File: config.mk
export PLATFORM = sky130hd
export DESIGN_NAME = tx_assembly_event_queue
export DESIGN_NICKNAME = d
export VERILOG_FILES = /design/src/tx_assembly_event_queue.v /design/src/event_store.v
export VERILOG_INCLUDE_DIRS = /design/src
export SDC_FILE = /design/constraint.sdc
export NUM_CORES = 2
export LEC_CHECK = 0
export BUFFER_PORTS_ARGS = -buffer_cell sky130_fd_sc_hd__buf_2
export CORE_UTILIZATION = 61
export CTS_CLUSTER_DIAMETER = 80
export CTS_CLUSTER_SIZE = 12
export DETAILED_ROUTE_END_ITERATION = 7
export GPL_TIMING_DRIVEN = 1
export MAX_ROUTING_LAYER = met4
export PLACE_DENSITY_LB_ADDON = 0.3
export SLEW_MARGIN = 30
export SYNTH_ARGS = -nofsm -noshare
export SYNTH_HDL_FRONTEND = slang
export SYNTH_SLANG_ARGS = --single-unit
File: constraint.sdc
create_clock -name clock -period 16.5 [get_ports clock]
set_clock_uncertainty 0.2 [all_clocks]
set_input_delay 3.3 -clock clock [delete_from_list [all_inputs] [get_ports clock]]
set_output_delay 3.3 -clock clock [all_outputs]
set_load 0.02 [all_outputs]
File: src/txq_consts.vh
// Constants for the transmit assembly event queue.
// Assumes inclusion by bare name from the queue, its assertions and its bench.
`ifndef TXQ_CONSTS_VH
`define TXQ_CONSTS_VH
`define EV_SOF 3'h0
`define EV_HDLC_RTP 3'h1
`define EV_HDLC_AAL2 3'h2
`define EV_VOICE 3'h3
`define EV_CPU_RTP 3'h4
`define EV_CPU_AAL2 3'h5
`define AAL2_LI_ADJ 11'h002
`define A_CTRL 12'h000
`define A_STAT 12'h004
`define A_DESC0 12'h008
`define A_DESC1 12'h00C
`define A_DESC2 12'h010
`define A_DESC3 12'h014
`define A_SEQ 12'h018
`define R_OKAY 2'h0
`define R_SLVERR 2'h2
`define B_GO 0
`define B_CLR 1
`define B_BUSY 0
`define B_FULL 1
`define B_EMPTY 2
`define F_LEN_LO 0
`define F_LEN_HI 10
`define F_BUF_LO 11
`define F_BUF_HI 14
`define F_TI 15
`define F_FL 16
`define F_CPS_LO 17
`define F_CPS_HI 24
`define F_CID_LO 25
`define F_CID_HI 31
`define F_CB_LO 0
`define F_CB_HI 14
`define F_PB_LO 15
`define F_PB_HI 31
`endif

File: src/tx_assembly_event_queue.v
// Transmit assembly event queue: merges timer, HDLC and software events.
// Assumes producers hold valid until ready; engine drains with ev_ready.
`timescale 1ns/1ps
`default_nettype none
`include "txq_consts.vh"
module tx_assembly_event_queue #(
  parameter DEPTH_LOG2 = 4,
  parameter TDM_W = 16,
  parameter TS_W = 16
) (
  input wire clock,
  input wire rst_n,
  // Service timer producer
  input wire tmr_valid,
  output reg tmr_ready,
  input wire tmr_is_sof,
  input wire tmr_scan_flag,
  input wire tmr_channel_start_flag,
  input wire [14:0] tmr_conn_base,
  // HDLC producer
  input wire hdlc_valid,
  output reg hdlc_ready,
  input wire hdlc_is_aal2,
  input wire [31:0] hdlc_desc,
  input wire [31:0] hdlc_ptrs,
  input wire [11:0] hdlc_stream,
  // Shared context
  input wire [TDM_W-1:0] tdm_write_ptr,
  input wire [TS_W-1:0] bus_timestamp,
  input wire [TS_W-1:0] frame_timestamp,
  // Engine side
  output reg ev_valid,
  input wire ev_ready,
  output reg [2:0] ev_type,
  output reg [14:0] ev_conn_base,
  output reg [16:0] ev_pkt_base,
  output reg [TDM_W-1:0] ev_tdm_ptr,
  output reg [TS_W-1:0] ev_timestamp,
  output reg [3:0] ev_buf_size,
  output reg [10:0] ev_pkt_len,
  output reg [10:0] ev_aal2_li,
  output reg [7:0] ev_cps_timer,
  output reg [6:0] ev_cid,
  output reg [11:0] ev_stream,
  output reg ev_scan_flag,
  output reg ev_channel_start_flag,
  output reg ev_flush_pending_flag,
  output reg ev_timestamp_offset_select,
  output reg [15:0] ev_rtp_seq,
  // AXI4-Lite slave
  input wire [11:0] s_awaddr,
  input wire s_awvalid,
  output reg s_awready,
  input wire [31:0] s_wdata,
  input wire [3:0] s_wstrb,
  input wire s_wvalid,
  output reg s_wready,
  output reg [1:0] s_bresp,
  output reg s_bvalid,
  input wire s_bready,
  input wire [11:0] s_araddr,
  input wire s_arvalid,
  output reg s_arready,
  output reg [31:0] s_rdata,
  output reg [1:0] s_rresp,
  output reg s_rvalid,
  input wire s_rready
);
  // ==========================================================
  // Queue entry layout, bit positions from the bottom
  localparam E_TI = 0;
  localparam E_FL = 1;
  localparam E_ST = 2;
  localparam E_SC = 3;
  localparam E_STREAM = 4;
  localparam E_CID = E_STREAM + 12;
  localparam E_CPS = E_CID + 7;
  localparam E_LEN = E_CPS + 8;
  localparam E_BUF = E_LEN + 11;
  localparam E_TS = E_BUF + 4;
  localparam E_TDM = E_TS + TS_W;
  localparam E_PB = E_TDM + TDM_W;
  localparam E_CB = E_PB + 17;
  localparam E_TYPE = E_CB + 15;
  localparam W = E_TYPE + 3;
  // ==========================================================
  // Software descriptor registers
  reg [31:0] desc0_q;
  reg [31:0] desc1_q;
  reg cpu_aal2_q;
  reg cpu_pend_q;
  reg [15:0] seq_q;
  reg [11:0] awaddr_q;
  reg [31:0] wdata_q;
  reg aw_have_q;
  reg w_have_q;
  reg [TS_W-1:0] cpu_ts_q;
  wire full;
  wire empty;
  wire [W-1:0] rd_data;
  // ==========================================================
  // Arbiter: timer, then HDLC, then software; each stalls on full
  localparam S_IDLE = 3'b001;
  localparam S_OUT = 3'b010;
  localparam S_LOAD = 3'b100;
  reg [2:0] state_q;
  reg [W-1:0] ent;
  reg wr_en;
  reg take_tmr;
  reg take_hdlc;
  reg take_cpu;
  always @* begin
    ent = {W{1'b0}};
    wr_en = 1'b0;
    take_tmr = 1'b0;
    take_hdlc = 1'b0;
    take_cpu = 1'b0;
    // A ready pulse blocks the next take for one cycle
    if (!full && !tmr_ready && !hdlc_ready) begin
      if (tmr_valid) begin
        take_tmr = 1'b1;
        wr_en = 1'b1;
        ent = {(tmr_is_sof ? `EV_SOF : `EV_VOICE), tmr_conn_base, 17'h00000, tdm_write_ptr,
               frame_timestamp, 4'h0, 11'h000, 8'h00, 7'h00, 12'h000,
               tmr_scan_flag, tmr_channel_start_flag, 1'b0, 1'b0};
      end else if (hdlc_valid) begin
        take_hdlc = 1'b1;
        wr_en = 1'b1;
        ent = {(hdlc_is_aal2 ? `EV_HDLC_AAL2 : `EV_HDLC_RTP), hdlc_ptrs[`F_CB_HI:`F_CB_LO],
               hdlc_ptrs[`F_PB_HI:`F_PB_LO], tdm_write_ptr, frame_timestamp,
               hdlc_desc[`F_BUF_HI:`F_BUF_LO], hdlc_desc[`F_LEN_HI:`F_LEN_LO],
               hdlc_desc[`F_CPS_HI:`F_CPS_LO], 7'h00, hdlc_stream, 1'b0, 1'b0,
               hdlc_desc[`F_FL], hdlc_desc[`F_TI]};
      end else if (cpu_pend_q) begin
        take_cpu = 1'b1;
        wr_en = 1'b1;
        ent = {(cpu_aal2_q ? `EV_CPU_AAL2 : `EV_CPU_RTP), desc1_q[`F_CB_HI:`F_CB_LO],
               desc1_q[`F_PB_HI:`F_PB_LO], tdm_write_ptr, cpu_ts_q,
               desc0_q[`F_BUF_HI:`F_BUF_LO], desc0_q[`F_LEN_HI:`F_LEN_LO],
               desc0_q[`F_CPS_HI:`F_CPS_LO], desc0_q[`F_CID_HI:`F_CID_LO], 12'h000,
               1'b0, 1'b0, desc0_q[`F_FL], desc0_q[`F_TI]};
      end
    end
  end
  // Ready pulses in the cycle that follows the taking edge
  always @(posedge clock) begin
    if (!rst_n) begin
      tmr_ready <= 1'b0;
      hdlc_ready <= 1'b0;
    end else begin
      tmr_ready <= take_tmr;
      hdlc_ready <= take_hdlc;
    end
  end
  // Head entry leaves the store while loading
  wire pop_head = (state_q == S_LOAD);
  event_store #(
    .WIDTH(W),
    .DEPTH_LOG2(DEPTH_LOG2)
  ) u_store (
    .clock(clock),
    .rst_n(rst_n),
    .wr_en(wr_en),
    .wr_data(ent),
    .rd_en(pop_head),
    .rd_data(rd_data),
    .full(full),
    .empty(empty)
  );
  // ==========================================================
  // Output stage: one registered event at a time, in arrival order
  wire [2:0] r_type = rd_data[E_TYPE+2:E_TYPE];
  wire [14:0] r_cb = rd_data[E_CB+14:E_CB];
  wire [16:0] r_pb = rd_data[E_PB+16:E_PB];
  wire [TDM_W-1:0] r_tdm = rd_data[E_TDM+TDM_W-1:E_TDM];
  wire [TS_W-1:0] r_ts = rd_data[E_TS+TS_W-1:E_TS];
  wire [3:0] r_buf = rd_data[E_BUF+3:E_BUF];
  wire [10:0] r_len = rd_data[E_LEN+10:E_LEN];
  wire [7:0] r_cps = rd_data[E_CPS+7:E_CPS];
  wire [6:0] r_cid = rd_data[E_CID+6:E_CID];
  wire [11:0] r_stream = rd_data[E_STREAM+11:E_STREAM];
  wire r_scan = rd_data[E_SC];
  wire r_start = rd_data[E_ST];
  wire r_fl = rd_data[E_FL];
  wire r_ti = rd_data[E_TI];
  wire r_rtp = (r_type == `EV_HDLC_RTP) || (r_type == `EV_CPU_RTP);
  wire r_aal2 = (r_type == `EV_HDLC_AAL2) || (r_type == `EV_CPU_AAL2);
  always @(posedge clock) begin
    if (!rst_n) begin
      state_q <= S_IDLE;
      ev_valid <= 1'b0;
      ev_type <= `EV_SOF;
      ev_conn_base <= 15'h0000;
      ev_pkt_base <= 17'h00000;
      ev_tdm_ptr <= {TDM_W{1'b0}};
      ev_timestamp <= {TS_W{1'b0}};
      ev_buf_size <= 4'h0;
      ev_pkt_len <= 11'h000;
      ev_aal2_li <= 11'h000;
      ev_cps_timer <= 8'h00;
      ev_cid <= 7'h00;
      ev_stream <= 12'h000;
      ev_scan_flag <= 1'b0;
      ev_channel_start_flag <= 1'b0;
      ev_flush_pending_flag <= 1'b0;
      ev_timestamp_offset_select <= 1'b0;
      ev_rtp_seq <= 16'h0000;
      seq_q <= 16'h0000;
    end else begin
      case (state_q)
        S_IDLE: begin
          if (!empty) begin
            state_q <= S_LOAD;
          end
        end
        S_LOAD: begin
          // Pop the head entry into the output registers
          state_q <= S_OUT;
          ev_valid <= 1'b1;
          ev_type <= r_type;
          ev_conn_base <= r_cb;
          ev_pkt_base <= r_pb;
          ev_tdm_ptr <= r_tdm;
          // Offset select adds the live bus time at dequeue
          ev_timestamp <= (r_ti && r_rtp) ? r_ts + bus_timestamp : r_ts;
          ev_buf_size <= r_buf;
          ev_pkt_len <= r_len;
          ev_aal2_li <= r_aal2 ? r_len - `AAL2_LI_ADJ : 11'h000;
          ev_cps_timer <= r_cps;
          ev_cid <= r_cid;
          ev_stream <= r_stream;
          ev_scan_flag <= r_scan;
          ev_channel_start_flag <= r_start;
          ev_flush_pending_flag <= r_aal2 & r_fl;
          ev_timestamp_offset_select <= r_rtp & r_ti;
          ev_rtp_seq <= seq_q;
          // Seq counts every RTP event, injected ones too
          if (r_rtp) begin
            seq_q <= seq_q + 16'h0001;
          end
        end
        S_OUT: begin
          if (ev_ready) begin
            ev_valid <= 1'b0;
            state_q <= S_IDLE;
          end
        end
        default: begin
          state_q <= S_IDLE;
        end
      endcase
    end
  end
  // ==========================================================
  // AXI4-Lite register slave
  wire do_wr = aw_have_q && w_have_q && !s_bvalid;
  always @(posedge clock) begin
    if (!rst_n) begin
      s_awready <= 1'b0;
      s_wready <= 1'b0;
      s_bvalid <= 1'b0;
      s_bresp <= `R_OKAY;
      aw_have_q <= 1'b0;
      w_have_q <= 1'b0;
      awaddr_q <= 12'h000;
      wdata_q <= 32'h00000000;
      desc0_q <= 32'h00000000;
      desc1_q <= 32'h00000000;
      cpu_aal2_q <= 1'b0;
      cpu_pend_q <= 1'b0;
      cpu_ts_q <= {TS_W{1'b0}};
    end else begin
      s_awready <= !aw_have_q && s_awvalid && !s_awready;
      s_wready <= !w_have_q && s_wvalid && !s_wready;
      if (s_awvalid && s_awready) begin
        aw_have_q <= 1'b1;
        awaddr_q <= s_awaddr;
      end
      if (s_wvalid && s_wready) begin
        w_have_q <= 1'b1;
        wdata_q <= s_wdata;
      end
      if (take_cpu) begin
        cpu_pend_q <= 1'b0;
      end
      if (do_wr) begin
        aw_have_q <= 1'b0;
        w_have_q <= 1'b0;
        s_bvalid <= 1'b1;
        s_bresp <= `R_OKAY;
        // Descriptor writes are dropped while one is still queued
        case (awaddr_q)
          `A_DESC0: begin
            if (!cpu_pend_q) desc0_q <= wdata_q;
          end
          `A_DESC1: begin
            if (!cpu_pend_q) desc1_q <= wdata_q;
          end
          `A_CTRL: begin
            // Frame time is captured when the descriptor is queued
            if (wdata_q[`B_GO] && !cpu_pend_q) begin
              cpu_pend_q <= 1'b1;
              cpu_aal2_q <= wdata_q[`B_CLR];
              cpu_ts_q <= frame_timestamp;
            end
          end
          `A_STAT, `A_DESC2, `A_DESC3, `A_SEQ: begin
          end
          default: begin
            s_bresp <= `R_SLVERR;
          end
        endcase
      end else if (s_bvalid && s_bready) begin
        s_bvalid <= 1'b0;
      end
    end
  end
  always @(posedge clock) begin
    if (!rst_n) begin
      s_arready <= 1'b0;
      s_rvalid <= 1'b0;
      s_rdata <= 32'h00000000;
      s_rresp <= `R_OKAY;
    end else begin
      s_arready <= s_arvalid && !s_arready && !s_rvalid;
      if (s_arvalid && s_arready) begin
        s_rvalid <= 1'b1;
        s_rresp <= `R_OKAY;
        // Status reads see the live store flags
        case (s_araddr)
          `A_CTRL: s_rdata <= {31'h00000000, cpu_aal2_q} << `B_CLR;
          `A_STAT: s_rdata <= {29'h00000000, empty, full, cpu_pend_q};
          `A_DESC0: s_rdata <= desc0_q;
          `A_DESC1: s_rdata <= desc1_q;
          `A_DESC2, `A_DESC3: s_rdata <= 32'h00000000;
          `A_SEQ: s_rdata <= {16'h0000, seq_q};
          default: begin
            s_rdata <= 32'h00000000;
            s_rresp <= `R_SLVERR;
          end
        endcase
      end else if (s_rvalid && s_rready) begin
        s_rvalid <= 1'b0;
      end
    end
  end
endmodule
`default_nettype wire

File: src/event_store.v
// Circular event storage with honest full and empty flags.
// Assumes writer checks full and reader checks empty.
`timescale 1ns/1ps
`default_nettype none
module event_store #(
  parameter WIDTH = 128,
  parameter DEPTH_LOG2 = 4
) (
  input wire clock,
  input wire rst_n,
  input wire wr_en,
  input wire [WIDTH-1:0] wr_data,
  input wire rd_en,
  output wire [WIDTH-1:0] rd_data,
  output wire full,
  output wire empty
);
  reg [WIDTH-1:0] mem [0:(1<<DEPTH_LOG2)-1];
  reg [DEPTH_LOG2:0] wp_q;
  reg [DEPTH_LOG2:0] rp_q;
  assign empty = (wp_q == rp_q);
  assign full = (wp_q[DEPTH_LOG2] != rp_q[DEPTH_LOG2]) &&
                (wp_q[DEPTH_LOG2-1:0] == rp_q[DEPTH_LOG2-1:0]);
  assign rd_data = mem[rp_q[DEPTH_LOG2-1:0]];
  always @(posedge clock) begin
    if (wr_en && !full) begin
      mem[wp_q[DEPTH_LOG2-1:0]] <= wr_data;
    end
  end
  always @(posedge clock) begin
    if (!rst_n) begin
      wp_q <= {(DEPTH_LOG2+1){1'b0}};
      rp_q <= {(DEPTH_LOG2+1){1'b0}};
    end else begin
      if (wr_en && !full) begin
        wp_q <= wp_q + 1'b1;
      end
      if (rd_en && !empty) begin
        rp_q <= rp_q + 1'b1;
      end
    end
  end
endmodule
`default_nettype wire

=== Word-level counts from Yosys, hierarchy flattened ===
Memory sizes are Yosys's and may differ from the RTL's. A register that Yosys moved wholly into a read port is not among the register bits.
Cells that the tools add are included.

* Flip-flop bits (word level): 341
* RAM bits: 1808
* Input bits: 213
* Output and inout bits: 184
* Memories kept: 1

{| class="wikitable"
|+ Memory list
! memory !! words !! width !! rd ports !! clocked after Yosys merged registers in !! wr ports !! RTL line !! RTL
|-
| u_store.mem || 16 || 113 || 1 || 1 || 1 || event_store.v:18 || <nowiki>reg [WIDTH-1:0] mem [0:(1<<DEPTH_LOG2)-1];</nowiki>
|}

* $add $sub $neg: 5
* Eq/ne operators: 24
* Mux-type cells: 38
* Bitwise logic cells: 5
* Reductions and logical operators: 50

{| class="wikitable"
|+ Operators with widths
! operator !! count
|-
| $mux W113 || 4
|-
| $pmux W32 S5 || 1
|-
| $eq A12 B5 Y1 const B || 6
|-
| $eq A12 B4 Y1 const B || 4
|-
| $eq A12 B3 Y1 const B || 2
|-
| $logic_not A12 Y1 || 2
|-
| $mux W1 || 21
|-
| $logic_and A1 B1 Y1 || 20
|-
| $add A16 B1 Y16 const B || 1
|-
| $add A16 B16 Y16 || 1
|-
| $mux W16 || 1
|-
| $reduce_or A7 Y1 || 2
|-
| $logic_not A1 Y1 || 12
|-
| $mux W11 || 1
|-
| $sub A11 B2 Y11 const B || 1
|-
| $add A5 B1 Y5 const B || 2
|-
| $eq A3 B3 Y1 const B || 3
|-
| $pmux W3 S3 || 1
|-
| $reduce_and A3 Y1 || 3
|-
| $mux W2 || 4
|-
| $mux W4 || 2
|-
| $reduce_and A2 Y1 || 4
|-
| $eq A3 B1 Y1 const B || 2
|-
| $eq A3 B2 Y1 const B || 2
|-
| 12 further kinds || 20
|}

=== Longest topological paths before layout ===
* Depth in word-level cells: 10
* Depth in mapped cells: 17
* Mapped depth without buffers: 12

=== Hierarchy ===
A second synthesis with hierarchy kept.

* Cell total of the unflattened synthesis: 4327
* Area total of the unflattened synthesis: 82731.8 µm²

{| class="wikitable"
|+ By module, submodules not included
! module !! instances !! cells each !! area an instance (µm²) !! sequential area each (µm²)
|-
| event_store || 1 || 2604 || 68657.1 || 54572.3
|-
| tx_assembly_event_queue || 1 || 1723 || 14074.7 || 6586.3
|}

=== Worst setup path after synthesis ===
No wires, ideal clock.

* Path kind: input to register
* From: input port tmr_valid
* To: memory u_store.mem[0][0] (netlist bit), enable pin
* Data arrival time: 11.929 ns
* Required time: 15.577 ns
* Slack: 3.648 ns
* Stages: 6
* Path through: buf_1 > nor3_1 > nor2_1 > clkbuf_1 > nand2_1 > nor3_1

* Word-level cells in the longest chain between the ends: 5

{| class="wikitable"
|+ RTL lines
! item !! RTL line !! RTL
|-
| start, declared || tx_assembly_event_queue.v:14 || <nowiki>input wire tmr_valid,</nowiki>
|-
| $mux W1 || tx_assembly_event_queue.v:120 || <nowiki>if (tmr_valid) begin</nowiki>
|-
| $mux W1 || tx_assembly_event_queue.v:119 || <nowiki>if (!full && !tmr_ready && !hdlc_ready) begin</nowiki>
|-
| $logic_and A1 B1 Y1 || event_store.v:26 || <nowiki>if (wr_en && !full) begin</nowiki>
|-
| $mux W1 || event_store.v:26 ||
|-
| $mux W1 (not written as such) || event_store.v:27 || <nowiki>mem[wp_q[DEPTH_LOG2-1:0]] <= wr_data;</nowiki>
|-
| end, declared || event_store.v:18 ||
|}

No other way between the ends.

=== Final worst setup path ===
* From: input port tmr_valid
* To: memory u_store.mem[7][80] (netlist bit), enable pin

The elaborated chain is that of the path after synthesis.

==> implementation parameters <==
Parameter                              Value

Drt
  Vias per cell ... approximately 6.7
  Count of antenna-violating nets left after detailed routing ... 0
  Number of detailed-routing iterations run before antenna repair ... 5
  DRT Wirelength ... 214,900 um
  DRC Markers ... 0
  Detailed router's first-iteration violation count ... 5,637
  Average wire per standard cell ... around 32 um
  DR vias ... ~45,000

Timing
  Share of the clock period used by the worst path after layout ... 0.4282
  Maximum clock frequency ... about 0.14 GHz
  Number of setup violations in the final report ... 0
  Worst-Margin Slew ... 1052 ps
  RSZ-0062 raised after global routing ... false
  Tmin final ... between 7000 and 8000 ps
  Number of hold violations in the final report ... 0
  Slew HR ... 0.2989
  Aggregate negative setup slack ... 0 ps
  Number of pins exceeding their max-slew limit in the final report ... 0

Global routing
  Number of antenna violations at the first check in global routing ... 16
  Number of global-route vias before repair ... between 40,000 and 50,000
  Wire length of the first global-routing pass ... roughly 300,000 um
  Grt total ovfl ... 0
  Total routing resource utilization after global routing ... 0.3246
  Pin count of the biggest net entering global routing ... about 150

Floorplanning
  Width of the die ... about 370 um
  Placeable core area ... about 140,000 um2
  Overall die area ... approximately 140,000 um2
  Effective utilization at floorplan ... 0.6153
  I/O pin total ... approximately 400
  Row cnt ... 135
  Die boundary height ... ~370 um

Power
  Highest ir drop seen on vdd ... between 0.08 and 0.09 mV
  Leakage component of the power ... just over 30 nW
  Sw frac ... 0.2166
  Share of power burned in registers ... 0.558
  Switching pwr ... around 2.3 mW
  Internal power ... ~8.5 mW
  Final Power ... approximately 11 mW
  Share of power burned in the clock network ... 0.388
  Comb power frac ... 0.054
  Power density cells ... approximately 120 nW/um2

Placement
  Routability-driven placement congestion ratio ... ~0.84
  Placed wire-length estimate ... 114,700 um
  Port bufs ... roughly 380

Synthesis
  Share of synthesized area occupied by flip-flops and latches ... 0.7328
  Cell count after synthesis ... about 4,400
  Unique masters post-synth ... 63
  Synthesized area per cell ... between 15 and 20 um2
  Count of flip-flops with a built-in enable after synthesis ... between 1,500 and 2,000
  Cell Area, Synth ... 83,460 um2
  Warnings, synthesis ... 0
  Count of state elements after synthesis ... roughly 2,200
  Top_reg_cell synth ... edfxtp_1
  Post-synthesis async set-or-reset flop share ... 0

Min path
  Hold Crit Depth ... 2
  Hold Crit Class ... flop to flop
  Startpoint of the tightest hold check path ... ev_aal2_li[4]
  Hold EP ... ev_aal2_li[4]

Layout
  Proportion of layout cells with a drive suffix above 1 ... 0.2670
  Net count reported at finish ... between 4,000 and 5,000
  Area growth syn-to-layout ... 11.82%
  Layout fillers ... 8,393

Clocking
  Insertion delay to the later sink of the worst-skew pair ... 820 ps
  Number of buffers created by CTS ... roughly 200
  Clock-pin slew on the worst setup and hold paths ... approximately 60 ps
  Total number of H-tree levels ... 4
  Cts-stage hold buffer count ... 0
  Clock sink total ... 2,151
  Resized Gates After CTS ... 0
  CTS tree ... built
  Post-CTS Setup Bufs ... 0
  Clock root buffer ... clkbuf_16
  Max Buffers Root-to-Sink ... 3

Run
  Max-capacitance violation count ... 0

Worst setup path
  Ordered cell list for the critical path ... buf_2, nor3_1, nor2_2, buf_4, nand2_1, nor2_4, buf_6, buf_4
  Cell count of the worst reg-to-reg path ... 10
  Sort of element at the end of the critical path ... flop
  Type of the worst setup path ... input port to flop
  Largest fanout on the critical path ... 54
  Destination of the worst register-to-register timing path ... u_store.mem[7][80]
  Maximum cell stage delay along the critical path ... 850 ps
  Endpoint required time on the critical path ... roughly 17,000 ps
  Worst Setup Start Kind ... input port
  Cell occurring most often along the worst timing path ... buf_4
  FF-to-FF Start ... u_store.wp_q[3]
  Slowest stage cell on the critical path ... nor2_4
  Crit path buf inv count ... 4
  Dominant delay contributor by cell family on the critical path ... buffers and inverters
  Data arrival time of the critical path ... 7280 ps
  Worst reg2reg setup slack ... 11,080 ps

Outcome
  Outcome ... complete, no violations
cell usage in the layout (no fill, tap or decap), types with 16 or more instances in the layout:
cell / n
nor2_1: 57
clkbuf_16: 199
nor2b_1: 94
o21ai_0: 54
nand2_1: 396
nor3_1: 16
clkbuf_1: 160
a22o_1: 64
nand3_1: 29
mux2i_1: 98
mux2_2: 32
dfxtp_1: 339
edfxtp_1: 1808
buf_4: 51
and2_1: 82
mux4_2: 557
buf_2: 382
a21oi_1: 50
xnor2_1: 19
a21boi_0: 176
a22oi_1: 28
xor2_1: 21
ha_1: 22
sequential cells by signal (all words and copies together), names as in the netlist, 7 cells and up, named ones only:
register,count
u_store.mem,1808
desc0_q,32
desc1_q,32
s_rdata,32
wdata_q,32
ev_pkt_base,17
cpu_ts_q,16
ev_rtp_seq,16
ev_tdm_ptr,16
ev_timestamp,16
seq_q,16
ev_conn_base,15
awaddr_q,12
ev_stream,12
ev_aal2_li,11
ev_pkt_len,11
ev_cps_timer,8
ev_cid,7
worst max-delay path by stage:
| stage | from | end | slack, ps | depth (start not counted) |
|---|---|---|---|---|
| finish | tmr_valid | u_store.mem[7][80] | 9430 | 8 |
| global route | tmr_valid | u_store.mem[7][80] | 9330 | 8 |
| CTS | tmr_valid | u_store.mem[14][75] | 9470 | 8 |
| detailed placement | tmr_valid | u_store.mem[14][62] | 8600 | 8 |
| global placement | tmr_valid | u_store.mem[14][66] | 8370 | 8 |
| floorplan | tmr_valid | u_store.mem[0][0] | 3650 | 6 |
stage by stage:
stage                     cells  utilization  hold slack (ps)  setup slack (ps)  cell area, um2
final                      6728       0.6880            245.0              9435           93320
after global routing       6725       0.6880            279.6              9334           93320
after CTS                  6713       0.6869            248.9              9467           93160
after detailed placement   6341       0.6447            240.5              8596           87450
after global placement     6339       0.6440            235.3              8374           87350
after floorplan            4361            -            228.5              3648           83460
worst min-delay path: stages (launching register included):
cell and delay [ps]:
dfxtp_1 300, nand2_1 50, a21boi_1 50
synthesized netlist by cell type, drive strengths merged (3+ instances only):
cell / count / area [um2]
a21o: 3 / 22.52
a221oi: 7 / 85.08
a22oi: 28 / 210.2
nand3: 29 / 145.1
or3: 3 / 18.77
edfxtp: 1808 / 54290
nor4b: 4 / 35.03
inv: 13 / 48.80
nor3b: 6 / 45.04
nor3: 20 / 100.1
a211oi: 3 / 22.52
nand4: 10 / 62.56
and3: 7 / 43.79
buf: 87 / 444.2
nor2b: 96 / 600.6
mux4: 557 / 12540
a22o: 64 / 560.5
clkbuf: 173 / 649.4
o21ai: 56 / 280.3
nand3b: 6 / 45.04
mux2i: 98 / 980.9
a21oi: 52 / 260.3
a21boi: 179 / 1344
xnor2: 20 / 182.7
nand2b: 11 / 68.82
nor4: 5 / 37.53
xor2: 21 / 183.9
ha: 22 / 275.3
nor2: 77 / 296.5
a31oi: 5 / 31.28
and2: 85 / 531.8
dfxtp: 343 / 6867
a32o: 5 / 50.05
o21a: 3 / 22.52
nand2: 400 / 1501
mux2: 32 / 360.4
cell type report:
cell class | instances | area, um2 | share of cell area
clock inverters | 13 | 138.9 | 0.001488
diodes | 11 | 27.53 | 0.0002950
clock buffers | 359 | 5580 | 0.05980
multi-input cells | 1937 | 21350 | 0.2287
repair buffers | 463 | 2779 | 0.02978
flip-flops and latches | 2151 | 61170 | 0.6555
inverters | 13 | 48.80 | 0.0005229
well taps | 1781 | 2228 | 0.02388
metal layers:
layer	up-vias	GRT usage	routed length, um
met3	419	0.07984	25360
met2	2903	0.4925	102100
met5	-	-	0
li1	18226	-	-
met1	23255	0.4419	81490
met4	0	0.09631	5987
cell families (layout without fill, tap and decap cells):
family / Yosys count / after routing / synth area share
buffers and inverters: 273 / 848 / 0.01369
AOI/OAI and AO/OA: 417 / 417 / 0.03591
adders and majority gates: 23 / 23 / 0.003538
other: 1 / 13 / 0.00004493
and+or+nand+nor: 767 / 767 / 0.04321
xor gates and xnor gates: 41 / 41 / 0.004393
muxes: 687 / 687 / 0.1664
DFF: 2151 / 2151 / 0.7328
power by group through the flow:
stage | Clock, mW | Sequential (mW) | Combinational, mW
5_1_grt | 4.43 | 6.06 | 0.620
2_1_floorplan | 0 | 6.18 | 0.349
3_5_place_dp | 0 | 6.16 | 0.578
6_report | 4.20 | 6.05 | 0.587
3_3_place_gp | 0 | 6.15 | 0.561
4_1_cts | 4.24 | 6.05 | 0.583
No activity file was read; power rests on OpenSTA's default activity.
